## src/hw/io_asm_pkg.sv

```systemverilog
// Constants, register map and carrier types of the drive I/O assembly mapper.
// How it works
// - Byte 0 of the 26-byte drive input assembly carries, from bit 7 down, alarm, switch-on inhibited, emergency-stop, coast-stop, tripped, ready reference, ready to operate and ready to switch on.
// - Byte 1 of that assembly carries fieldbus error in bit 7, external run permit in bit 4, external control location in bit 3, over-threshold in bit 2, remote in bit 1 and reference reached in bit 0, with bits 6 and 5 zero.
// - Bytes 2-3 hold actual speed, bytes 4-5 actual torque and bytes 6 to 25 ten parameter words in order, every word low byte first.
// - The four-byte output assembly holds the control word in bytes 0-1 and reference 1 in bytes 2-3, low byte first, filled by the scanner and decoded here.
// - The four-byte pass-through input assembly holds the status word in bytes 0-1 and actual 1 in bytes 2-3, low byte first.
// - Pass-through words cross between network and drive profile with no translation or bit remapping.
package io_asm_pkg;

  // Assembly lengths and fixed byte positions.
  localparam logic [4:0] DRV_IN_LAST    = 5'd25;
  localparam logic [4:0] PT_IN_LAST     = 5'd3;
  localparam logic [4:0] PARAM_FIRST    = 5'd6;
  localparam logic [2:0] OUT_ASM_LAST   = 3'd3;
  localparam int         PARAM_WORDS    = 10;
  localparam int         MEM_AW         = 4;

  // Register bus.
  localparam int         REG_AW         = 8;
  localparam int         REG_DW         = 16;
  localparam logic [7:0] REG_PARAM_BASE = 8'h00;
  localparam logic [7:0] REG_PARAM_LAST = 8'h09;
  localparam logic [7:0] REG_CTRL       = 8'h10;
  localparam logic [7:0] REG_STATUS     = 8'h11;
  localparam logic [7:0] REG_IRQ_STAT   = 8'h12;
  localparam logic [7:0] REG_IRQ_MASK   = 8'h13;
  localparam logic [7:0] REG_OUT_CTRL   = 8'h14;
  localparam logic [7:0] REG_OUT_REF    = 8'h15;

  // Field positions and reset values.
  localparam int          CTRL_RX_EN_BIT = 0;
  localparam logic [15:0] CTRL_RESET     = 16'h0001;
  localparam int          IRQ_COMMIT_BIT = 0;
  localparam int          IRQ_RXERR_BIT  = 1;
  localparam int          IRQ_TXDONE_BIT = 2;
  localparam int          IRQ_W          = 3;
  localparam logic [2:0]  IRQ_RESET      = 3'h0;

  // Which input assembly a transmit request builds.
  localparam logic TX_SEL_DRIVE = 1'b0;
  localparam logic TX_SEL_PASS  = 1'b1;

  typedef struct packed {
    logic alarm;
    logic switch_on_inhibited;
    logic estop_status;
    logic coast_stop_status;
    logic tripped;
    logic ready_reference;
    logic ready_to_operate;
    logic ready_to_switch_on;
  } flags0_s;

  typedef struct packed {
    logic fieldbus_error;
    logic ext_run_permit;
    logic ext_ctrl_location;
    logic over_threshold;
    logic remote;
    logic reference_reached;
  } flags1_s;

  typedef struct packed {
    flags0_s     flags0;
    flags1_s     flags1;
    logic [15:0] actual_speed;
    logic [15:0] actual_torque;
  } drive_status_s;

  typedef struct packed {
    logic [15:0] status_word;
    logic [15:0] actual1;
  } pass_in_s;

  typedef struct packed {
    logic [15:0] control_word;
    logic [15:0] reference1;
  } pass_out_s;

endpackage

```

## src/hw/param_word_mem.sv

```systemverilog
// Small parameter word memory with one write port and two registered read ports.
`timescale 1ns/1ps
`default_nettype none
module param_word_mem #(
  parameter int AW = 4,
  parameter int DW = 16
) (
  input  wire logic          i_clock,
  input  wire logic          i_clk_en,
  input  wire logic          i_we,
  input  wire logic [AW-1:0] i_waddr,
  input  wire logic [DW-1:0] i_wdata,
  input  wire logic [AW-1:0] i_raddr_a,
  output logic      [DW-1:0] o_rdata_a,
  input  wire logic [AW-1:0] i_raddr_b,
  output logic      [DW-1:0] o_rdata_b
);

  logic [DW-1:0] mem [0:(1<<AW)-1];

  // No reset on the array so it maps to plain RAM; contents are undefined until written.
  always_ff @(posedge i_clock) begin
    if (i_clk_en) begin
      if (i_we) begin
        mem[i_waddr] <= i_wdata;
      end
      o_rdata_a <= mem[i_raddr_a];
      o_rdata_b <= mem[i_raddr_b];
    end
  end

endmodule
`default_nettype wire

```

## src/hw/drive_io_assembly_mapper.sv

```systemverilog
// Cyclic I/O assembly packer and unpacker between a network scanner and a drive.
//
// Added by the designer: the register offsets and the strobed register port.
`timescale 1ns/1ps
`default_nettype none
module drive_io_assembly_mapper
  import io_asm_pkg::*;
(
  input  wire logic                i_clock,
  input  wire logic                i_rst_b,
  input  wire logic                i_clk_en,
  // Register port.
  input  wire logic [REG_AW-1:0]   i_reg_addr,
  input  wire logic [REG_DW-1:0]   i_reg_wdata,
  input  wire logic                i_reg_wr,
  input  wire logic                i_reg_rd,
  output logic      [REG_DW-1:0]   o_reg_rdata,
  output logic                     o_irq,
  // Output assembly bytes from the scanner.
  input  wire logic                i_rx_valid,
  input  wire logic                i_rx_sof,
  input  wire logic [7:0]          i_rx_data,
  // Input assembly bytes towards the scanner.
  input  wire logic                i_tx_req,
  input  wire logic                i_tx_sel,
  output logic                     o_tx_valid,
  output logic [7:0]               o_tx_data,
  output logic                     o_tx_last,
  input  wire logic                i_tx_ready,
  output logic                     o_tx_busy,
  // Drive application side.
  input  wire drive_status_s       i_drive_status,
  input  wire pass_in_s            i_pass_in,
  output pass_out_s                o_pass_out,
  output logic                     o_pass_out_strobe
);

  typedef enum logic [1:0] {TX_IDLE, TX_SEND} tx_state_e;

  logic              rst_meta_r;
  logic              rst_b;
  logic [15:0]       ctrl_r;
  logic [IRQ_W-1:0]  irq_stat_r;
  logic [IRQ_W-1:0]  irq_mask_r;
  logic [IRQ_W-1:0]  irq_set;
  logic [7:0]        commit_cnt_r;
  logic [REG_DW-1:0] rdata_nxt;
  logic              rd_param_r;
  logic [REG_DW-1:0] mem_rdata_a;
  logic [REG_DW-1:0] mem_rdata_b;
  logic              mem_we;
  logic [MEM_AW-1:0] mem_raddr_b;
  logic [2:0]        rx_cnt_r;
  logic              rx_active_r;
  logic [23:0]       rx_shadow_r;
  logic              rx_commit;
  logic              rx_error;
  tx_state_e         tx_state_r;
  logic              tx_sel_r;
  logic [4:0]        tx_idx_r;
  logic [4:0]        tx_idx_nxt;
  logic              tx_fire;
  logic              tx_done;
  drive_status_s     drv_snap_r;
  pass_in_s          pass_snap_r;
  logic [7:0]        drv_byte;
  logic [7:0]        pass_byte;
  logic [4:0]        word_off;

  // Two-stage release of the asynchronous reset.
  always_ff @(posedge i_clock or negedge i_rst_b) begin
    if (!i_rst_b) begin
      rst_meta_r <= 1'b0;
      rst_b      <= 1'b0;
    end else begin
      rst_meta_r <= 1'b1;
      rst_b      <= rst_meta_r;
    end
  end

  // Parameter words live in memory; software writes them, transmit reads them.
  assign mem_we = i_reg_wr && (i_reg_addr <= REG_PARAM_LAST);

  // Port a serves register reads, port b follows the transmit index.
  param_word_mem #(
    .AW (MEM_AW),
    .DW (REG_DW)
  ) u_param_mem (
    .i_clock   (i_clock),
    .i_clk_en  (i_clk_en),
    .i_we      (mem_we),
    .i_waddr   (i_reg_addr[MEM_AW-1:0]),
    .i_wdata   (i_reg_wdata),
    .i_raddr_a (i_reg_addr[MEM_AW-1:0]),
    .o_rdata_a (mem_rdata_a),
    .i_raddr_b (mem_raddr_b),
    .o_rdata_b (mem_rdata_b)
  );

  // Control register and interrupt mask writes.
  always_ff @(posedge i_clock or negedge rst_b) begin
    if (!rst_b) begin
      ctrl_r     <= CTRL_RESET;
      irq_mask_r <= IRQ_RESET;
    end else if (i_clk_en && i_reg_wr) begin
      if (i_reg_addr == REG_CTRL) begin
        ctrl_r <= i_reg_wdata;
      end
      if (i_reg_addr == REG_IRQ_MASK) begin
        irq_mask_r <= i_reg_wdata[IRQ_W-1:0];
      end
    end
  end

  // Sticky event bits; a new event in the clearing cycle survives the clear.
  always_comb begin
    irq_set                 = '0;
    irq_set[IRQ_COMMIT_BIT] = rx_commit;
    irq_set[IRQ_RXERR_BIT]  = rx_error;
    irq_set[IRQ_TXDONE_BIT] = tx_done;
  end

  // Write-one-to-clear status; the event term is ORed in last so a set always wins.
  always_ff @(posedge i_clock or negedge rst_b) begin
    if (!rst_b) begin
      irq_stat_r <= IRQ_RESET;
    end else if (i_clk_en) begin
      if (i_reg_wr && (i_reg_addr == REG_IRQ_STAT)) begin
        irq_stat_r <= (irq_stat_r & ~i_reg_wdata[IRQ_W-1:0]) | irq_set;
      end else begin
        irq_stat_r <= irq_stat_r | irq_set;
      end
    end
  end

  // Level interrupt, high while any unmasked status bit is set.
  assign o_irq = |(irq_stat_r & irq_mask_r);

  // Read data for registers other than the parameter words.
  always_comb begin
    case (i_reg_addr)
      REG_CTRL:     rdata_nxt = ctrl_r;
      REG_STATUS:   rdata_nxt = {7'h00, o_tx_busy, commit_cnt_r};
      REG_IRQ_STAT: rdata_nxt = {{(REG_DW-IRQ_W){1'b0}}, irq_stat_r};
      REG_IRQ_MASK: rdata_nxt = {{(REG_DW-IRQ_W){1'b0}}, irq_mask_r};
      REG_OUT_CTRL: rdata_nxt = o_pass_out.control_word;
      REG_OUT_REF:  rdata_nxt = o_pass_out.reference1;
      default:      rdata_nxt = 16'h0000;
    endcase
  end

  // Read answer one cycle after the strobe; parameter reads come from memory.
  logic [REG_DW-1:0] reg_rdata_r;
  logic              rd_valid_r;

  always_ff @(posedge i_clock or negedge rst_b) begin
    if (!rst_b) begin
      reg_rdata_r <= 16'h0000;
      rd_param_r  <= 1'b0;
      rd_valid_r  <= 1'b0;
    end else if (i_clk_en) begin
      rd_valid_r  <= i_reg_rd;
      rd_param_r  <= i_reg_rd && (i_reg_addr <= REG_PARAM_LAST);
      reg_rdata_r <= i_reg_rd ? rdata_nxt : 16'h0000;
    end
  end

  // Zero outside the answer cycle so a stale word is never mistaken for data.
  assign o_reg_rdata = !rd_valid_r ? 16'h0000 : (rd_param_r ? mem_rdata_a : reg_rdata_r);

  // Receive: gather the first three output assembly bytes in a shadow; the fourth is applied as it arrives.
  always_ff @(posedge i_clock or negedge rst_b) begin
    if (!rst_b) begin
      rx_cnt_r    <= 3'd0;
      rx_active_r <= 1'b0;
      rx_shadow_r <= 24'h00_0000;
    end else if (i_clk_en && i_rx_valid && ctrl_r[CTRL_RX_EN_BIT]) begin
      if (i_rx_sof) begin
        rx_shadow_r[7:0] <= i_rx_data;
        rx_cnt_r         <= 3'd1;
        rx_active_r      <= 1'b1;
      end else if (rx_active_r) begin
        case (rx_cnt_r)
          3'd1:    rx_shadow_r[15:8]  <= i_rx_data;
          3'd2:    rx_shadow_r[23:16] <= i_rx_data;
          default: rx_shadow_r        <= rx_shadow_r;
        endcase
        rx_cnt_r    <= rx_cnt_r + 3'd1;
        rx_active_r <= (rx_cnt_r != OUT_ASM_LAST);
      end
    end
  end

  // Commit on the last byte; a restart mid-frame or a stray byte is an error.
  assign rx_commit = i_rx_valid && ctrl_r[CTRL_RX_EN_BIT] && rx_active_r && !i_rx_sof
                     && (rx_cnt_r == OUT_ASM_LAST);
  assign rx_error  = i_rx_valid && ctrl_r[CTRL_RX_EN_BIT]
                     && (i_rx_sof ? rx_active_r : !rx_active_r);

  // Apply the whole assembly at once, words passed on unaltered.
  always_ff @(posedge i_clock or negedge rst_b) begin
    if (!rst_b) begin
      o_pass_out        <= '0;
      o_pass_out_strobe <= 1'b0;
      commit_cnt_r      <= 8'h00;
    end else if (i_clk_en) begin
      o_pass_out_strobe <= rx_commit;
      if (rx_commit) begin
        o_pass_out.control_word <= rx_shadow_r[15:0];
        o_pass_out.reference1   <= {i_rx_data, rx_shadow_r[23:16]};
        commit_cnt_r            <= commit_cnt_r + 8'h01;
      end
    end
  end

  // Transmit sequencing: one byte index walks the selected assembly.
  assign tx_fire = o_tx_valid && i_tx_ready;
  assign tx_done = tx_fire && o_tx_last;

  // Index restarts on an accepted request and advances on each accepted byte but the last.
  always_comb begin
    tx_idx_nxt = tx_idx_r;
    if ((tx_state_r == TX_IDLE) && i_tx_req) begin
      tx_idx_nxt = 5'd0;
    end else if (tx_fire && !o_tx_last) begin
      tx_idx_nxt = tx_idx_r + 5'd1;
    end
  end

  // Memory address follows the next index so the word is ready with its byte.
  assign word_off    = (tx_idx_nxt < PARAM_FIRST) ? 5'd0 : (tx_idx_nxt - PARAM_FIRST);
  assign mem_raddr_b = word_off[MEM_AW:1];

  // Frame state; a request while busy is dropped, not queued, so the scanner must retry.
  always_ff @(posedge i_clock or negedge rst_b) begin
    if (!rst_b) begin
      tx_state_r <= TX_IDLE;
      tx_idx_r   <= 5'd0;
      tx_sel_r   <= TX_SEL_DRIVE;
    end else if (i_clk_en) begin
      tx_idx_r <= tx_idx_nxt;
      case (tx_state_r)
        TX_IDLE: begin
          if (i_tx_req) begin
            tx_sel_r   <= i_tx_sel;
            tx_state_r <= TX_SEND;
          end
        end
        TX_SEND: begin
          if (tx_done) begin
            tx_state_r <= TX_IDLE;
          end
        end
        default: tx_state_r <= TX_IDLE;
      endcase
    end
  end

  // Snapshot drive values at the request so one frame is self-consistent.
  always_ff @(posedge i_clock or negedge rst_b) begin
    if (!rst_b) begin
      drv_snap_r  <= '0;
      pass_snap_r <= '0;
    end else if (i_clk_en && (tx_state_r == TX_IDLE) && i_tx_req) begin
      drv_snap_r  <= i_drive_status;
      pass_snap_r <= i_pass_in;
    end
  end

  // Drive assembly byte for the current index, low byte first throughout.
  always_comb begin
    case (tx_idx_r)
      5'd0: drv_byte = drv_snap_r.flags0;
      5'd1: drv_byte = {drv_snap_r.flags1.fieldbus_error, 2'b00,
                        drv_snap_r.flags1.ext_run_permit,
                        drv_snap_r.flags1.ext_ctrl_location,
                        drv_snap_r.flags1.over_threshold,
                        drv_snap_r.flags1.remote,
                        drv_snap_r.flags1.reference_reached};
      5'd2: drv_byte = drv_snap_r.actual_speed[7:0];
      5'd3: drv_byte = drv_snap_r.actual_speed[15:8];
      5'd4: drv_byte = drv_snap_r.actual_torque[7:0];
      5'd5: drv_byte = drv_snap_r.actual_torque[15:8];
      default: drv_byte = tx_idx_r[0] ? mem_rdata_b[15:8] : mem_rdata_b[7:0];
    endcase
  end

  // Pass-through assembly byte, words copied bit for bit.
  always_comb begin
    case (tx_idx_r[1:0])
      2'd0:    pass_byte = pass_snap_r.status_word[7:0];
      2'd1:    pass_byte = pass_snap_r.status_word[15:8];
      2'd2:    pass_byte = pass_snap_r.actual1[7:0];
      default: pass_byte = pass_snap_r.actual1[15:8];
    endcase
  end

  // Outputs are selected from snapshot and memory flops only.
  assign o_tx_busy  = (tx_state_r == TX_SEND);
  assign o_tx_valid = o_tx_busy;
  assign o_tx_data  = !o_tx_busy ? 8'h00 : ((tx_sel_r == TX_SEL_PASS) ? pass_byte : drv_byte);
  assign o_tx_last  = o_tx_busy
                      && (tx_idx_r == ((tx_sel_r == TX_SEL_PASS) ? PT_IN_LAST : DRV_IN_LAST));

endmodule
`default_nettype wire

```

## config.mk

```make
export PLATFORM = sky130hd
export DESIGN_NAME = drive_io_assembly_mapper
export DESIGN_NICKNAME = d
export VERILOG_FILES = /design/src/hw/io_asm_pkg.sv /design/src/hw/param_word_mem.sv /design/src/hw/drive_io_assembly_mapper.sv
export SDC_FILE = /design/constraint.sdc
export NUM_CORES = 1
export LEC_CHECK = 0
export BUFFER_PORTS_ARGS = -buffer_cell sky130_fd_sc_hd__buf_4
export CAP_MARGIN = 15
export CORE_MARGIN = 3
export CORE_UTILIZATION = 46
export CTS_BUF_LIST = sky130_fd_sc_hd__clkbuf_8
export DETAILED_ROUTE_END_ITERATION = 10
export RECOVER_POWER = 100
export SLEW_MARGIN = 15
export SYNTH_ARGS = -nofsm -noshare
export SYNTH_HDL_FRONTEND = slang
export SYNTH_SLANG_ARGS = --single-unit
```

## constraint.sdc

```tcl
create_clock -name i_clock -period 8.7 [get_ports i_clock]
set_clock_uncertainty 0.05 [all_clocks]
set_input_delay 0 -clock i_clock [delete_from_list [all_inputs] [get_ports i_clock]]
set_output_delay 0 -clock i_clock [all_outputs]
set_load 0.01 [all_outputs]
```

==> flow_metrics.py <==
metrics = {
    "place": {
        "dpl.hpwl_mm": 37.9,
        "gp_congestion": 0.800,
        "port-buffer-count": 180,
    },
    "route": {
        "dr.pass1.iters": 8,
        "dr_wl_met3_mm": 4.71,
        "wl_per_cell_um": 25.0,
        "route.detailed.drc": 0,
        "wl_mm": 62.4,
        "avgViaCountPerCell": 5.95,
        "vias": 14800,
        "drt_iter0_drc": 1721,
        "wl_met1_mm": 26.7,
        "wl_met2_mm": 29.0,
        "routed.top_layer": "met4",
        "antenna_left": 0,
    },
    "die": {
        "dieWidth_um": 224,
        "core_mm2": 0.0467,
        "die-area_mm2": 0.0500,
        "num_rows": 79,
        "initial_core_util_pct": 46.7,
        "num_io_pins": 181,
        "die_h_um": 224,
    },
    "clock_tree": {
        "root_buffer": "clkbuf_8",
        "cts-resized-gates": 0,
        "cts_tree": "yes",
        "cts.sinks": 484,
        "insertion_delay_ps": 650,
        "clk_pin_slew_ps": 60,
        "cts_buffer_depth": 3,
        "cts_buffers": 83,
        "htreeDepth": 3,
    },
    "global_routing": {
        "grtUsageTotal_pct": 24.9,
        "grt_pass1_vias": 15200,
        "grt_max_degree": 81,
        "grt_pass1_wl_mm": 93.9,
        "antenna_found_initial": 3,
        "overflow": 0,
    },
    "run_status": {
        "violations": "capacitance limit, slew limit",
        "outcome": "complete, but fails checks",
    },
    "finish": {
        "fin_nets": 1958,
        "synthToLayoutAreaGrowth_pct": 21.3,
        "drive_above_1_share_pct": 26.4,
        "utilization_pct": 56.6,
        "fill_cells": 3910,
    },
    "power": {
        "p_clk_share_pct": 24.3,
        "switching_share_pct": 36.5,
        "p_comb_share_pct": 37.4,
        "p_sw_mw": 2.90,
        "p_leak_nw": 10.3,
        "internal_power_mw": 5.04,
        "p_seq_share_pct": 38.3,
        "powerDensity_mw_per_mm2": 300,
        "ir_drop_v": 0.000340,
    },
    "setup_path": {
        "crit_type": "in -> reg",
        "regToRegSetupSlack_ps": 2250,
        "worst_r2r_path_depth": 14,
        "cp.required_ps": 9170,
        "worst_setup_path_end_kind": "register",
        "crit_start": "i_clk_en",
        "start_kind": "input pin",
        "crit_fanout": 80,
        "cp.arrival_ps": 7220,
        "r2r-start": "tx_idx_r[0]",
        "rr_endpoint": "u_param_mem.o_rdata_b[13]",
        "endpoint": "pass_snap_r[29]",
    },
    "logic_synthesis": {
        "syn_inst": 1416,
        "synth_cell_types": 66,
        "synth_seq_cells": 484,
        "async_flop_share_pct": 40.5,
        "avgSynthCellArea_um2": 15.4,
        "ys_seq_area_share_pct": 62.2,
        "ys.flop_type": "edfxtp_1",
        "synth_edf_count": 288,
        "syn-cell-area_mm2": 0.0218,
        "ys_warn_count": 0,
    },
    "hold_path": {
        "hold_class": "in -> reg",
    },
    "sta": {
        "tns_ps": 0,
        "slew_headroom_pct": -211,
        "rsz0062_at_grt": "no",
        "clock.fmax_ghz": 0.148,
        "period_share_pct": 77.6,
        "setup_viol": 0,
        "maxSlewViolCount": 534,
        "tightest_slew_ps": 4670,
        "finalCriticalPeriod_ps": 6750,
        "hold_viol": 0,
    },
    "job": {
        "max-cap-violations": 13,
    },
}
## registers in the layout (all words and copies together) (netlist names), 3 cells and up
register and flops:
commit_cnt_r 8, rx_shadow_r 24, drv_snap_r 46, u_param_mem.o_rdata_b 16, reg_rdata_r 16, irq_mask_r 3, ctrl_r 16, u_param_mem.mem 256
u_param_mem.o_rdata_a 16, o_pass_out 32, irq_stat_r 3, rx_cnt_r 3, tx_idx_r 5, pass_snap_r 32
## stage by stage
| step | setup slack (ps) | total power, mW | hold slack [ps] | cells | instance area [µm²] |
|---|---|---|---|---|---|
| after global placement | 3480 | 5.93 | -268 | 2230 | 24100 |
| after global routing | 1540 | 8.33 | 40.7 | 2494 | 26400 |
| after CTS | 3210 | 7.99 | 18.2 | 2492 | 26800 |
| final | 1950 | 7.94 | 79.7 | 2494 | 26400 |
| after floorplan | 2790 | 5.03 | -346 | 1511 | 22100 |
| after detailed placement | 3230 | 6.00 | -267 | 2230 | 24100 |
## repair_timing
action	CTS	global route
endpoints found under the setup margin	0	0
endpoints found under the hold margin	415	0
buffers inserted	0	0
hold buffers	118	0
## power groups by stage
stage,clock [mW],combinational [mW],sequential [mW]
final,1.93,2.97,3.04
after global routing,2.08,3.17,3.08
after CTS,1.98,2.97,3.04
after detailed placement,0,2.92,3.08
after global placement,0,2.86,3.08
after floorplan,0,2.08,2.95
## cell families (layout without fill, tap and decap cells)
logic type      Yosys count  in the layout  share of synthesized area [%]
compound gates          296            296                           10.5
other cells               2             99                         0.0345
xor+xnor                  7              7                          0.281
buf+inv                 112            486                           2.28
mux                     307            307                           19.8
flops                   484            484                           62.2
simple gates            196            196                           4.27
fa+ha+maj                12             12                          0.689
## layout by cell type, fill, tap and decap left out, types with 21 or more instances in the layout
master,n
clkbuf_8,96
nor2_1,36
mux2i_1,40
mux2_2,187
a221o_1,32
dfrtp_1,195
nand2_1,95
a221oi_1,22
o211ai_1,26
inv_1,48
buf_4,112
mux4_2,80
conb_1,97
dlygate4sd3_1,118
o2bb2ai_1,31
edfxtp_1,288
clkbuf_1,95
a22oi_1,21
a21oi_1,54
## per-layer routing
| metal | GRT usage (%) | up-vias |
|---|---|---|
| met2 | 39.1 | 642 |
| met5 | 0 | - |
| met3 | 4.61 | 139 |
| met1 | 35.2 | 7629 |
| li1 | - | 6426 |
| met4 | 8.77 | 0 |
## how the worst min path moves through the flow
stage / from / endpoint / depth (start not counted)
finish: i_pass_in[27] / pass_snap_r[27] / 3
CTS: i_pass_in[27] / pass_snap_r[27] / 3
global placement: i_rst_b / rst_meta_r / 1
detailed placement: i_rst_b / rst_b / 1
floorplan: i_rst_b / rst_b / 0
global route: i_pass_in[27] / pass_snap_r[27] / 3
## worst max-delay path: stages
cell and delay (ps):
clkbuf_1 190, clkbuf_1 2510, nand2_1 3350, mux2_2 1070
## cells in the mapped netlist, types with 3 or more instances
cell         n  share of area (%)
a22o_1      13               0.52
buf_1       16               0.28
nor2_1      37               0.64
nand3_1      6               0.14
o21ai_0     20               0.46
a21o_1       6               0.21
a222oi_1    18               0.83
nand3b_1     3               0.10
nand2b_1     4               0.11
a21oi_1     54                1.2
o2bb2ai_1   31                1.2
dfrtp_1    195                 22
o31ai_1      3               0.10
a221oi_1    22               0.88
o22ai_1     15               0.43
mux2i_1     40                1.8
inv_1       13               0.22
o221ai_1    15               0.60
nand2_1     95                1.6
a22oi_1     21               0.72
buf_2       17               0.39
clkbuf_1    51               0.88
and3_1      13               0.37
buf_6        4               0.21
and2_1       6               0.17
nand4_1      4               0.11
o211ai_1    26               0.90
edfxtp_1   288                 40
ha_1        12               0.69
a221o_1     32                1.5
mux2_2     187                9.7
xnor2_1      6               0.24
nor3_1      11               0.25
mux4_2      80                8.3
buf_4        6               0.21
a31oi_1      5               0.14
## cell type report
type / instances / area (µm²) / area share (%)
multi-input cells: 915 / 8130 / 30.7
well taps: 607 / 759 / 2.87
diodes: 2 / 5.00 / 0.0189
inverters: 16 / 60.1 / 0.227
repair buffers: 326 / 2390 / 9.03
clock buffers: 96 / 1320 / 5.00
flip-flops and latches: 484 / 13600 / 51.3
clock inverters: 48 / 214 / 0.810
Power figures use the tool's default switching activity.
